`src/hw/idlk_pkg.sv`:
```
package idlk_pkg;

  // ----------------------------------------------------------------
  // Register offsets and serial framing
  // ----------------------------------------------------------------
  localparam logic [6:0] ADDR_IDENT = 7'h00;
  localparam logic [6:0] ADDR_PART = 7'h01;
  localparam logic [6:0] ADDR_PIN = 7'h02;
  localparam logic [6:0] ADDR_OTP_BURN = 7'h7F;
  localparam logic [5:0] HDR_LAST = 6'h07;
  localparam logic [5:0] DATA_FIRST = 6'h08;
  localparam logic [5:0] CNT_MAX = 6'h3F;
  localparam logic [5:0] W_IDENT = 6'h20;
  localparam logic [5:0] W_PART = 6'h30;
  localparam logic [5:0] W_PIN = 6'h18;

  // ----------------------------------------------------------------
  // Field positions
  // ----------------------------------------------------------------
  localparam int BOARD_LO_POS = 28;
  localparam int BOARD_HI_POS = 36;
  localparam int MAKER_POS = 16;
  localparam int REV_POS = 32;
  localparam int HOLD_POS = 19;
  localparam int ARM_POS = 18;
  localparam int DRV_POS = 17;
  localparam int SEL_POS = 16;

  // ----------------------------------------------------------------
  // Reset values
  // ----------------------------------------------------------------
  localparam logic [7:0] BOARD_TAG_RST = 8'h00;
  localparam logic [31:0] USER_TAG_RST = 32'h0000_0000;
  localparam logic [15:0] LOCK_MASK_RST = 16'h0000;

  typedef struct packed {
    logic [7:0] board_tag;
    logic [31:0] user_tag;
    logic [15:0] lock_mask;
  } idlk_otp_t;

  localparam idlk_otp_t OTP_RST = '{BOARD_TAG_RST, USER_TAG_RST,
                                    LOCK_MASK_RST};

endpackage : idlk_pkg

```
`src/hw/idlk_fuse.sv`:
```
`timescale 1ns/1ns
`default_nettype none

// One-time store: takes the image on the first burn after reset and holds it until the next reset.
module idlk_fuse (
  input wire logic clk_in,
  input wire logic rst_n_in,
  input wire logic burn_in,
  input wire idlk_pkg::idlk_otp_t img_in,
  output idlk_pkg::idlk_otp_t img_out,
  output logic burned_out
);

  always_ff @(posedge clk_in or negedge rst_n_in)
  begin
    if (!rst_n_in)
    begin
      img_out <= idlk_pkg::OTP_RST;
      burned_out <= 1'b0;
    end
    else if (burn_in && !burned_out)
    begin
      img_out <= img_in;
      burned_out <= 1'b1;
    end
  end

endmodule : idlk_fuse

`default_nettype wire

```
`src/hw/idlk_regs.sv`:
```
`timescale 1ns/1ns
`default_nettype none

module idlk_regs #(
  parameter logic [10:0] MAKER_CODE = 11'h2A5,  // Arbitrary value.
  parameter logic [7:0] PART_CODE = 8'h5C,  // Arbitrary value.
  parameter logic [3:0] SILICON_REV = 4'h1  // Arbitrary value.
) (
  input wire logic ref_clk_in,
  input wire logic rstn_in,
  input wire logic spi_sclk_in,
  input wire logic spi_csn_in,
  input wire logic spi_sdi_in,
  input wire logic reference_copy_pin_enable_in,
  output logic spi_sdo_out,
  output logic spi_sdo_oe_out,
  output logic chip_hold_reset_out,
  output logic reference_copy_driver_on_out
);

  // ----------------------------------------------------------------
  // Reset release and pin synchronisers
  // ----------------------------------------------------------------
  logic rst_s1_reg, rst_n;
  logic sclk_s1_reg, sclk_s2_reg, sclk_s3_reg;
  logic csn_s1_reg, csn_s2_reg, sdi_s1_reg, sdi_s2_reg;
  logic pin_s1_reg, pin_s2_reg;

  always_ff @(posedge ref_clk_in or negedge rstn_in)
  begin
    if (!rstn_in)
    begin
      rst_s1_reg <= 1'b0;
      rst_n <= 1'b0;
    end
    else
    begin
      rst_s1_reg <= 1'b1;
      rst_n <= rst_s1_reg;
    end
  end

  always_ff @(posedge ref_clk_in or negedge rst_n)
  begin
    if (!rst_n)
    begin
      {sclk_s1_reg, sclk_s2_reg, sclk_s3_reg} <= 3'h0;
      {csn_s1_reg, csn_s2_reg} <= 2'h3;
      {sdi_s1_reg, sdi_s2_reg, pin_s1_reg, pin_s2_reg} <= 4'h0;
    end
    else
    begin
      sclk_s1_reg <= spi_sclk_in;
      sclk_s2_reg <= sclk_s1_reg;
      sclk_s3_reg <= sclk_s2_reg;
      csn_s1_reg <= spi_csn_in;
      csn_s2_reg <= csn_s1_reg;
      sdi_s1_reg <= spi_sdi_in;
      sdi_s2_reg <= sdi_s1_reg;
      pin_s1_reg <= reference_copy_pin_enable_in;
      pin_s2_reg <= pin_s1_reg;
    end
  end

  // ----------------------------------------------------------------
  // State
  // ----------------------------------------------------------------
  logic [5:0] cnt_reg;
  logic [7:0] hdr_reg;
  logic [47:0] wsh_reg, rsh_reg;
  logic [7:0] board_tag_reg;
  logic [31:0] user_tag_reg;
  logic [15:0] lock_mask_reg;
  logic hold_reg, arm_reg, drv_reg, sel_reg;
  idlk_pkg::idlk_otp_t fuse_img;
  logic burned;

  // ----------------------------------------------------------------
  // Decode
  // ----------------------------------------------------------------
  wire sclk_rise = sclk_s2_reg & ~sclk_s3_reg & ~csn_s2_reg;
  wire sclk_fall = ~sclk_s2_reg & sclk_s3_reg & ~csn_s2_reg;
  wire hdr_end = sclk_rise && (cnt_reg == idlk_pkg::HDR_LAST);
  wire [7:0] hdr_now = {hdr_reg[6:0], sdi_s2_reg};
  wire [47:0] wnow = {wsh_reg[46:0], sdi_s2_reg};
  wire is_read = hdr_reg[7];
  wire [6:0] addr = hdr_reg[6:0];
  wire [6:0] addr_now = hdr_now[6:0];
  wire [5:0] width = (addr == idlk_pkg::ADDR_IDENT) ? idlk_pkg::W_IDENT :
                     (addr == idlk_pkg::ADDR_PART) ? idlk_pkg::W_PART :
                     (addr == idlk_pkg::ADDR_PIN) ? idlk_pkg::W_PIN : 6'h00;
  wire [15:0] eff_lock = burned ? fuse_img.lock_mask : 16'h0000;
  // Locking only takes hold once the fuses are burned.
  wire locked = (addr[6:4] == 3'h0) && eff_lock[addr[3:0]];
  wire wr_end = sclk_rise && !is_read && (width != 6'h00) &&
                (cnt_reg == width + idlk_pkg::HDR_LAST);
  wire commit = wr_end && !locked;
  wire burn = hdr_end && !hdr_now[7] &&
              (addr_now == idlk_pkg::ADDR_OTP_BURN);
  wire [7:0] board_rd = burned ? fuse_img.board_tag : board_tag_reg;
  wire [31:0] user_rd = burned ? fuse_img.user_tag : user_tag_reg;
  wire drv_rd = sel_reg ? drv_reg : pin_s2_reg;
  // Bit 27 and bits 23:20 are unused and read zero.
  wire [31:0] rd0 = {board_rd[3:0], 1'b0, MAKER_CODE,
                     lock_mask_reg};
  wire [47:0] rd1 = {PART_CODE, board_rd[7:4], SILICON_REV,
                     user_rd};
  wire [23:0] rd2 = {4'h0, hold_reg, arm_reg, drv_rd, sel_reg,
                     16'h0000};
  wire [47:0] rd_load = (addr_now == idlk_pkg::ADDR_IDENT) ? {rd0, 16'h0000} :
                        (addr_now == idlk_pkg::ADDR_PART) ? rd1 :
                        (addr_now == idlk_pkg::ADDR_PIN) ? {rd2, 24'h000000} :
                        48'h0000_0000_0000;
  wire [5:0] cnt_next = (cnt_reg == idlk_pkg::CNT_MAX) ? cnt_reg :
                        cnt_reg + 6'h01;
  wire data_phase = cnt_reg >= idlk_pkg::DATA_FIRST;
  wire wr_ident = commit && (addr == idlk_pkg::ADDR_IDENT);
  wire wr_part = commit && (addr == idlk_pkg::ADDR_PART);
  wire wr_pin = commit && (addr == idlk_pkg::ADDR_PIN);
  wire idlk_pkg::idlk_otp_t shadow = '{board_tag_reg, user_tag_reg,
                                       lock_mask_reg};

  // ----------------------------------------------------------------
  // Serial framing
  // ----------------------------------------------------------------
  always_ff @(posedge ref_clk_in or negedge rst_n)
  begin
    if (!rst_n)
    begin
      cnt_reg <= 6'h00;
      hdr_reg <= 8'h00;
      wsh_reg <= 48'h0000_0000_0000;
      rsh_reg <= 48'h0000_0000_0000;
      spi_sdo_out <= 1'b0;
      spi_sdo_oe_out <= 1'b0;
    end
    else
    begin
      if (csn_s2_reg)
        cnt_reg <= 6'h00;
      else if (sclk_rise)
        cnt_reg <= cnt_next;
      if (sclk_rise && !data_phase)
        hdr_reg <= hdr_now;
      if (sclk_rise && data_phase)
        wsh_reg <= wnow;
      if (hdr_end)
        rsh_reg <= rd_load;
      else if (sclk_fall && data_phase)
        rsh_reg <= {rsh_reg[46:0], 1'b0};
      if (sclk_fall && data_phase)
        spi_sdo_out <= rsh_reg[47];
      spi_sdo_oe_out <= ~csn_s2_reg & is_read & data_phase;
    end
  end

  // ----------------------------------------------------------------
  // Register bank
  // ----------------------------------------------------------------
  // Maker code and revision are constants, so writes cannot touch them.
  always_ff @(posedge ref_clk_in or negedge rst_n)
  begin
    if (!rst_n)
    begin
      board_tag_reg <= idlk_pkg::BOARD_TAG_RST;
      user_tag_reg <= idlk_pkg::USER_TAG_RST;
      lock_mask_reg <= idlk_pkg::LOCK_MASK_RST;
      {hold_reg, arm_reg, drv_reg, sel_reg} <= 4'h0;
    end
    else
    begin
      if (wr_ident)
      begin
        board_tag_reg[3:0] <= wnow[idlk_pkg::BOARD_LO_POS +: 4];
        lock_mask_reg <= wnow[15:0];
      end
      if (wr_part)
      begin
        board_tag_reg[7:4] <= wnow[idlk_pkg::BOARD_HI_POS +: 4];
        user_tag_reg <= wnow[31:0];
      end
      if (wr_pin)
      begin
        hold_reg <= wnow[idlk_pkg::HOLD_POS];
        arm_reg <= wnow[idlk_pkg::ARM_POS];
        sel_reg <= wnow[idlk_pkg::SEL_POS];
        if (wnow[idlk_pkg::SEL_POS])
          drv_reg <= wnow[idlk_pkg::DRV_POS];
      end
    end
  end

  idlk_fuse u_fuse (
    .clk_in(ref_clk_in),
    .rst_n_in(rst_n),
    .burn_in(burn),
    .img_in(shadow),
    .img_out(fuse_img),
    .burned_out(burned)
  );

  // ----------------------------------------------------------------
  // Chip outputs
  // ----------------------------------------------------------------
  always_ff @(posedge ref_clk_in or negedge rst_n)
  begin
    if (!rst_n)
    begin
      chip_hold_reset_out <= 1'b0;
      reference_copy_driver_on_out <= 1'b0;
    end
    else
    begin
      chip_hold_reset_out <= hold_reg & arm_reg;
      reference_copy_driver_on_out <= drv_rd;
    end
  end
endmodule : idlk_regs

`default_nettype wire

```
`config.mk`:
```
export PLATFORM = sky130hd
export DESIGN_NAME = idlk_regs
export DESIGN_NICKNAME = d
export VERILOG_FILES = /design/src/hw/idlk_pkg.sv /design/src/hw/idlk_fuse.sv /design/src/hw/idlk_regs.sv
export SDC_FILE = /design/constraint.sdc
export NUM_CORES = 1
export LEC_CHECK = 0
export BUFFER_PORTS_ARGS = -buffer_cell sky130_fd_sc_hd__buf_2
export CORE_ASPECT_RATIO = 0.7
export CORE_MARGIN = 1.5
export CORE_UTILIZATION = 45
export DETAILED_ROUTE_END_ITERATION = 12
export PLACE_DENSITY = 0.64
export SETUP_SLACK_MARGIN = 0.4
export SLEW_MARGIN = 20
export SYNTH_ARGS = -nofsm -noshare
export SYNTH_HDL_FRONTEND = slang
export SYNTH_SLANG_ARGS = --single-unit
```
`constraint.sdc`:
```
create_clock -name ref_clk_in -period 18.75 [get_ports ref_clk_in]
set_input_delay 0 -clock ref_clk_in [delete_from_list [all_inputs] [get_ports ref_clk_in]]
set_output_delay 0 -clock ref_clk_in [all_outputs]
set_load 0.05 [all_outputs]
```
# Word level (Yosys, flattened, before mapping)
# Cells that the tools add are included.
# word_totals
out_inout_bits	4
inputBits	6
word_cells	99
ff_bits	233
# classes
n_eq_ne	9
reduce_logical	28
mux	17
bitwise	10
magnitude_cmp	2
add_sub_neg	2
# op_table
operator	n
2-to-1 mux 48 bit	3
2-to-1 mux 47 bit	1
2-to-1 mux 44 bit	1
2-to-1 mux 32 bit	1
2-to-1 mux 6 bit	5
2-to-1 mux 16 bit	1
logical AND 1 bit	15
equality test 7 x 1 -> 1 bit, second input constant	2
equality test 7 x 2 -> 1 bit, second input constant	2
zero test 7 bit	2
2-to-1 mux 8 bit	1
bitwise AND 1 bit	7
equality test 7 bit, second input constant	1
adder 6 x 1 -> 6 bit, second input constant	1
adder 6 x 3 -> 6 bit, second input constant	1
equality test 6 x 3 -> 1 bit, second input constant	1
equality test 6 bit	1
equality test 6 bit, second input constant	1
>= comparator 6 x 4 -> 1 bit, second input constant	1
nonzero test 6 bit	1
zero test 1 bit	5
< comparator 4 x 5 -> 1 bit, second input constant	1
2-to-1 mux 5 bit	1
binary-select mux 1 bit (select 4 bit)	1
other kinds (6)	11

# Depth between registers and ports, before layout
# logic_depth
ltp_word	10
mapped_depth	8
depth_no_buf	5

# By module
# Synthesis repeated with hierarchy kept, for this count alone.
# hier_totals
hier_cells	733
hier_area_um2	10117.2
# modules_own_cells
mod	area_each_um2	n_inst	cells_per_inst	seq_area_each_um2
idlk_regs	7782.5	1	612	4406.7
idlk_fuse	2334.7	1	121	1426.4

# Worst setup path before layout
# No wires, ideal clock.
# synth_path
path_type	register to register
from	register hdr_reg[4]
to	register board_tag_reg[4]
arrival_time_ns	2.356
stages_incl_launch_ff	7
t_required_ns	18.623
path_slack_ns	16.267
n_path_buf	1
cell_sequence	dfrtp_1 -> or4_4 -> or4b_4 -> mux2i_4 -> nand4_4 -> buf_6 -> mux2_1
# synth_via
elab_chain_cells	9
# synth_rtl
item	line	text
from (decl)	idlk_regs.sv:69	logic [7:0] hdr_reg;
from (signal assigned)	idlk_regs.sv:144	hdr_reg <= hdr_now;
equality test 7 x 2 -> 1 bit	idlk_regs.sv:91	(addr == idlk_pkg::ADDR_PIN) ? idlk_pkg::W_PIN : 6'h00;
2-to-1 mux 5 bit	idlk_regs.sv:91	
2-to-1 mux 6 bit	idlk_regs.sv:90	(addr == idlk_pkg::ADDR_PART) ? idlk_pkg::W_PART :
2-to-1 mux 6 bit	idlk_regs.sv:89	wire [5:0] width = (addr == idlk_pkg::ADDR_IDENT) ? idlk_pkg::W_IDENT :
adder 6 x 3 -> 6 bit / nonzero test 6 bit (equally long branches)	idlk_regs.sv:96, idlk_regs.sv:95	
equality test 6 bit / logical AND 1 bit (equally long branches)	idlk_regs.sv:96, idlk_regs.sv:95	
logical AND 1 bit	idlk_regs.sv:95	wire wr_end = sclk_rise && !is_read && (width != 6'h00) &&
logical AND 1 bit	idlk_regs.sv:97	wire commit = wr_end && !locked;
logical AND 1 bit (*)	idlk_regs.sv:118	wire wr_part = commit && (addr == idlk_pkg::ADDR_PART);
to (signal assigned)	idlk_regs.sv:165	board_tag_reg <= idlk_pkg::BOARD_TAG_RST;
to (signal assigned)	idlk_regs.sv:179	board_tag_reg[7:4] <= wnow[idlk_pkg::BOARD_HI_POS +: 4];
to (decl)	idlk_regs.sv:71	logic [7:0] board_tag_reg;
# Every way passes the cells marked *; elsewhere a longest branch is shown, timed or not.
# A chain may end at the register's enable or synchronous reset.

# Final worst setup path
# layout_path
from	register cnt_reg[4]
to	register rsh_reg[6]
# layout_via
elab_chain_cells	3
# layout_rtl
item	line	text
from (decl)	idlk_regs.sv:68	logic [5:0] cnt_reg;
from (signal assigned)	idlk_regs.sv:142	cnt_reg <= cnt_next;
>= comparator 6 x 4 -> 1 bit / equality test 6 x 3 -> 1 bit (equally long branches)	idlk_regs.sv:116, idlk_regs.sv:83	
logical AND 1 bit, on equally long branches	idlk_regs.sv:149, idlk_regs.sv:83	
nonzero test 2 bit (no line) / 2-to-1 mux 48 bit (equally long branches)	--	
to (signal assigned)	idlk_regs.sv:148	rsh_reg <= rd_load;
to (signal assigned)	idlk_regs.sv:150	rsh_reg <= {rsh_reg[46:0], 1'b0};
to (decl)	idlk_regs.sv:70	logic [47:0] wsh_reg, rsh_reg;
# Parallel ways exist; a longest one is shown, timed or not.

==> flow_summary_export.csv <==
group,metric,value,unit
critical_path,crit_type,"register to register",
critical_path,critPathMaxStageDelay,0.93,ns
layout,final_cell_area,10600,um^2
detailed_routing,drtIter0Drc,346,
global_route,use_met2,28.2,%
floorplan,core_area,20700,um^2
global_route,use_met1,26.3,%
synthesis,synth.top_cell.area_share,58.9,%
global_route,grtUsageTotal,18.0,%
sta,finClkSkew,0.0115,ns
critical_path,crit_path_start_kind,"register",
layout,final_cells,1024,
sta,setup_tns,0,ns
critical_path,reg2reg_depth,6,
layout,final_cell_mix,"dfrtp_1 (221), mux2_2 (126), nand2_1 (49)",
global_route,grt_start_max_net_pins,82,
synthesis,avgSynthCellArea,13.1,um^2
placed_design,dp_hpwl,11100,um
critical_path,timing.rr.end,"rsh_reg[6]",
synthesis,ys_ff_latch,225,
floorplan,io_pins,10,
critical_path,cp_slowest_cell,"and4_1",
layout,layout_commonest_cell,"dfrtp_1",
critical_path,worstReg2RegStart,"cnt_reg[4]",
layout,layout-drive-gt1-share,25.4,%
floorplan,die_x,176,um
sta,slew_headroom,30.1,%
global_route,antenna_found_initial,1,
clocking,insertion_delay,0.51,ns
critical_path,crit_start,"cnt_reg[4]",
detailed_routing,antenna_left,0,
sta,period_share,20.0,%
synthesis,synth_area_leaders,"dfrtp_1 (59%), mux2_2 (15%), mux2i_1 (4.2%)",
min_path,hold_depth,2,
detailed_routing,wl_per_cell,18.2,um
min_path,hold_start,"reference_copy_pin_enable_in",
clocking,cts.sinks,225,
critical_path,path_delay_family,"simple AND/OR/NAND/NOR gates",
sta,finalMaxSlewViolations,0,
placed_design,portBuffers,9,
synthesis,syn-cell-area,9480,um^2
synthesis,synth_fp_nets,733,
layout,syn_to_final_growth,12.1,%
clocking,cts_buffers,22,
global_route,busiest_layer,"met2",
critical_path,required,19.19,ns
sta,tightest_slew,1.05,ns
detailed_routing,via_per_inst,5.52,
layout,antenna_cells_inserted,0,
sta,min_period,3.75,ns
critical_path,worstPathMaxFanout,22,
min_path,hold_end,"pin_s1_reg",
run,maxCapViolCount,0,
sta,fmax,267,MHz
synthesis,synthCells,725,
critical_path,endpoint_kind,"register",
power_and_ir_drop,leakagePower,5.14,nW
sta,finalHoldViolCount,0,
detailed_routing,num_vias,5656,
clocking,cts.clk_slew.worst_paths,0.06,ns
floorplan,num_rows,44,
synthesis,yosysTopAreaCell,"dfrtp_1",
power_and_ir_drop,p_per_area,94.5,nW/um^2
detailed_routing,drtPass1Iterations,4,
critical_path,cp.arrival,4.19,ns
placed_design,place_congestion,0.783,
clocking,tritoncts,"built",
synthesis,yosys_warnings,0,
clocking,clockBufferDepth,3,
sta,rsz0062_at_grt,"no",
min_path,hold_class,"input port to register",
global_route,grt_pass1_vias,6004,
critical_path,crit_chain,"nor3_1 -> and4_1 -> nand3_1 -> buf_4 -> o21ai_0 -> o21a_1",
critical_path,r2r_slack,15.00,ns
detailed_routing,drt-total-wl,18700,um
detailed_routing,drc,0,
floorplan,dieArea,22000,um^2
placed_design,placed_cells,978,
sta,finalSetupViolations,0,
synthesis,ys_seq_area_share,59.4,%
clocking,cts_htree_levels,1,
power_and_ir_drop,vdd_drop_max,0.0526,mV
critical_path,crit_buf_inv,1,
synthesis,yosysUniqueCellTypes,49,
layout,finish.net_count,741,
clocking,root_buffer,"clkbuf_16",
global_route,grt.overflow.total,0,
global_route,grtUsageMet3,2.59,%
placed_design,post_dp_cell_area,9780,um^2
floorplan,die_h,124,um
global_route,grt_pass1_wl,31900,um
floorplan,start_util,45.8,%
outcome,status,"finished clean",
## stage by stage
step	setup WS (ns)	power, mW	util, %	hold slack (ns)
final	15.00	1.00	51.3	0.136
after global routing	14.65	1.04	51.3	0.132
after CTS	14.97	1.02	51.2	0.122
after detailed placement	14.98	0.551	47.2	-0.211
after global placement	15.21	0.549	47.2	-0.216
after floorplan	12.02	0.540	-	-0.296
## report_power, final
part	internal, mW	total (mW)	switching (mW)
logic	0.0154	0.0332	0.0178
clock network	0.282	0.461	0.179
registers	0.494	0.510	0.0158
## cells by family after synthesis
group | synth area share, %
multiplexers | 23.4
AO/OA/AOI/OAI | 7.94
flip-flops | 59.4
XOR/XNOR | 0.462
adder cells (fa/ha/maj) | 0.264
other | 0.0396
buffers and inverters | 2.07
AND/OR/NAND/NOR | 6.43
## Yosys cell counts (all sizes together)
| cell type | number |
|---|---|
| mux2i | 41 |
| o21a | 19 |
| dfstp | 2 |
| a21oi | 25 |
| and4 | 1 |
| a211o | 16 |
| inv | 2 |
| a22oi | 1 |
| and3 | 2 |
| and2 | 1 |
| xor2 | 4 |
| a221o | 1 |
| dfrtp | 223 |
| buf | 9 |
| conb | 1 |
| nor4 | 2 |
| nand4 | 7 |
| or2 | 1 |
| xnor2 | 1 |
| ha | 2 |
| or4 | 2 |
| nor2b | 4 |
| mux2 | 159 |
| o21ai | 48 |
| nand2b | 3 |
| nor4b | 2 |
| or4b | 2 |
| nor3b | 3 |
| or3 | 1 |
| a22o | 2 |
| nor2 | 36 |
| nand2 | 50 |
| nand4b | 1 |
| o41ai | 1 |
| a211oi | 2 |
| clkbuf | 34 |
| o311a | 1 |
| nor3 | 4 |
| a21o | 3 |
| nand3 | 4 |
| a31oi | 2 |
## area by class of cell
cell class	instances	area (um^2)
inverters	2	7.51
well taps	276	345
clock buffers	35	661
fillers	1809	10100
clock inverters	4	95.1
flip-flops and latches	225	5640
multi-input cells	455	3660
repair buffers	27	219
## worst max path at each step
stage,end,depth (start not counted)
after floorplan,arm_reg,0
after CTS,rsh_reg[6],6
after detailed placement,rsh_reg[6],6
final,rsh_reg[6],6
after global placement,rsh_reg[6],6
after global routing,rsh_reg[6],6
## routing by layer
layer	share of wire, %	wire length (um)	vias to the layer above
met5	0	0	-
met4	2.1	390	0
met3	3.6	678	30
met2	45	8370	89
met1	49	9210	2938
li1	-	-	2599
## timing repair
action	CTS	global route
setup buffers	0	0
endpoints found under the hold margin	6	0
hold buffers	6	0
resized for setup	0	0
(Power assumes the default switching activity.)
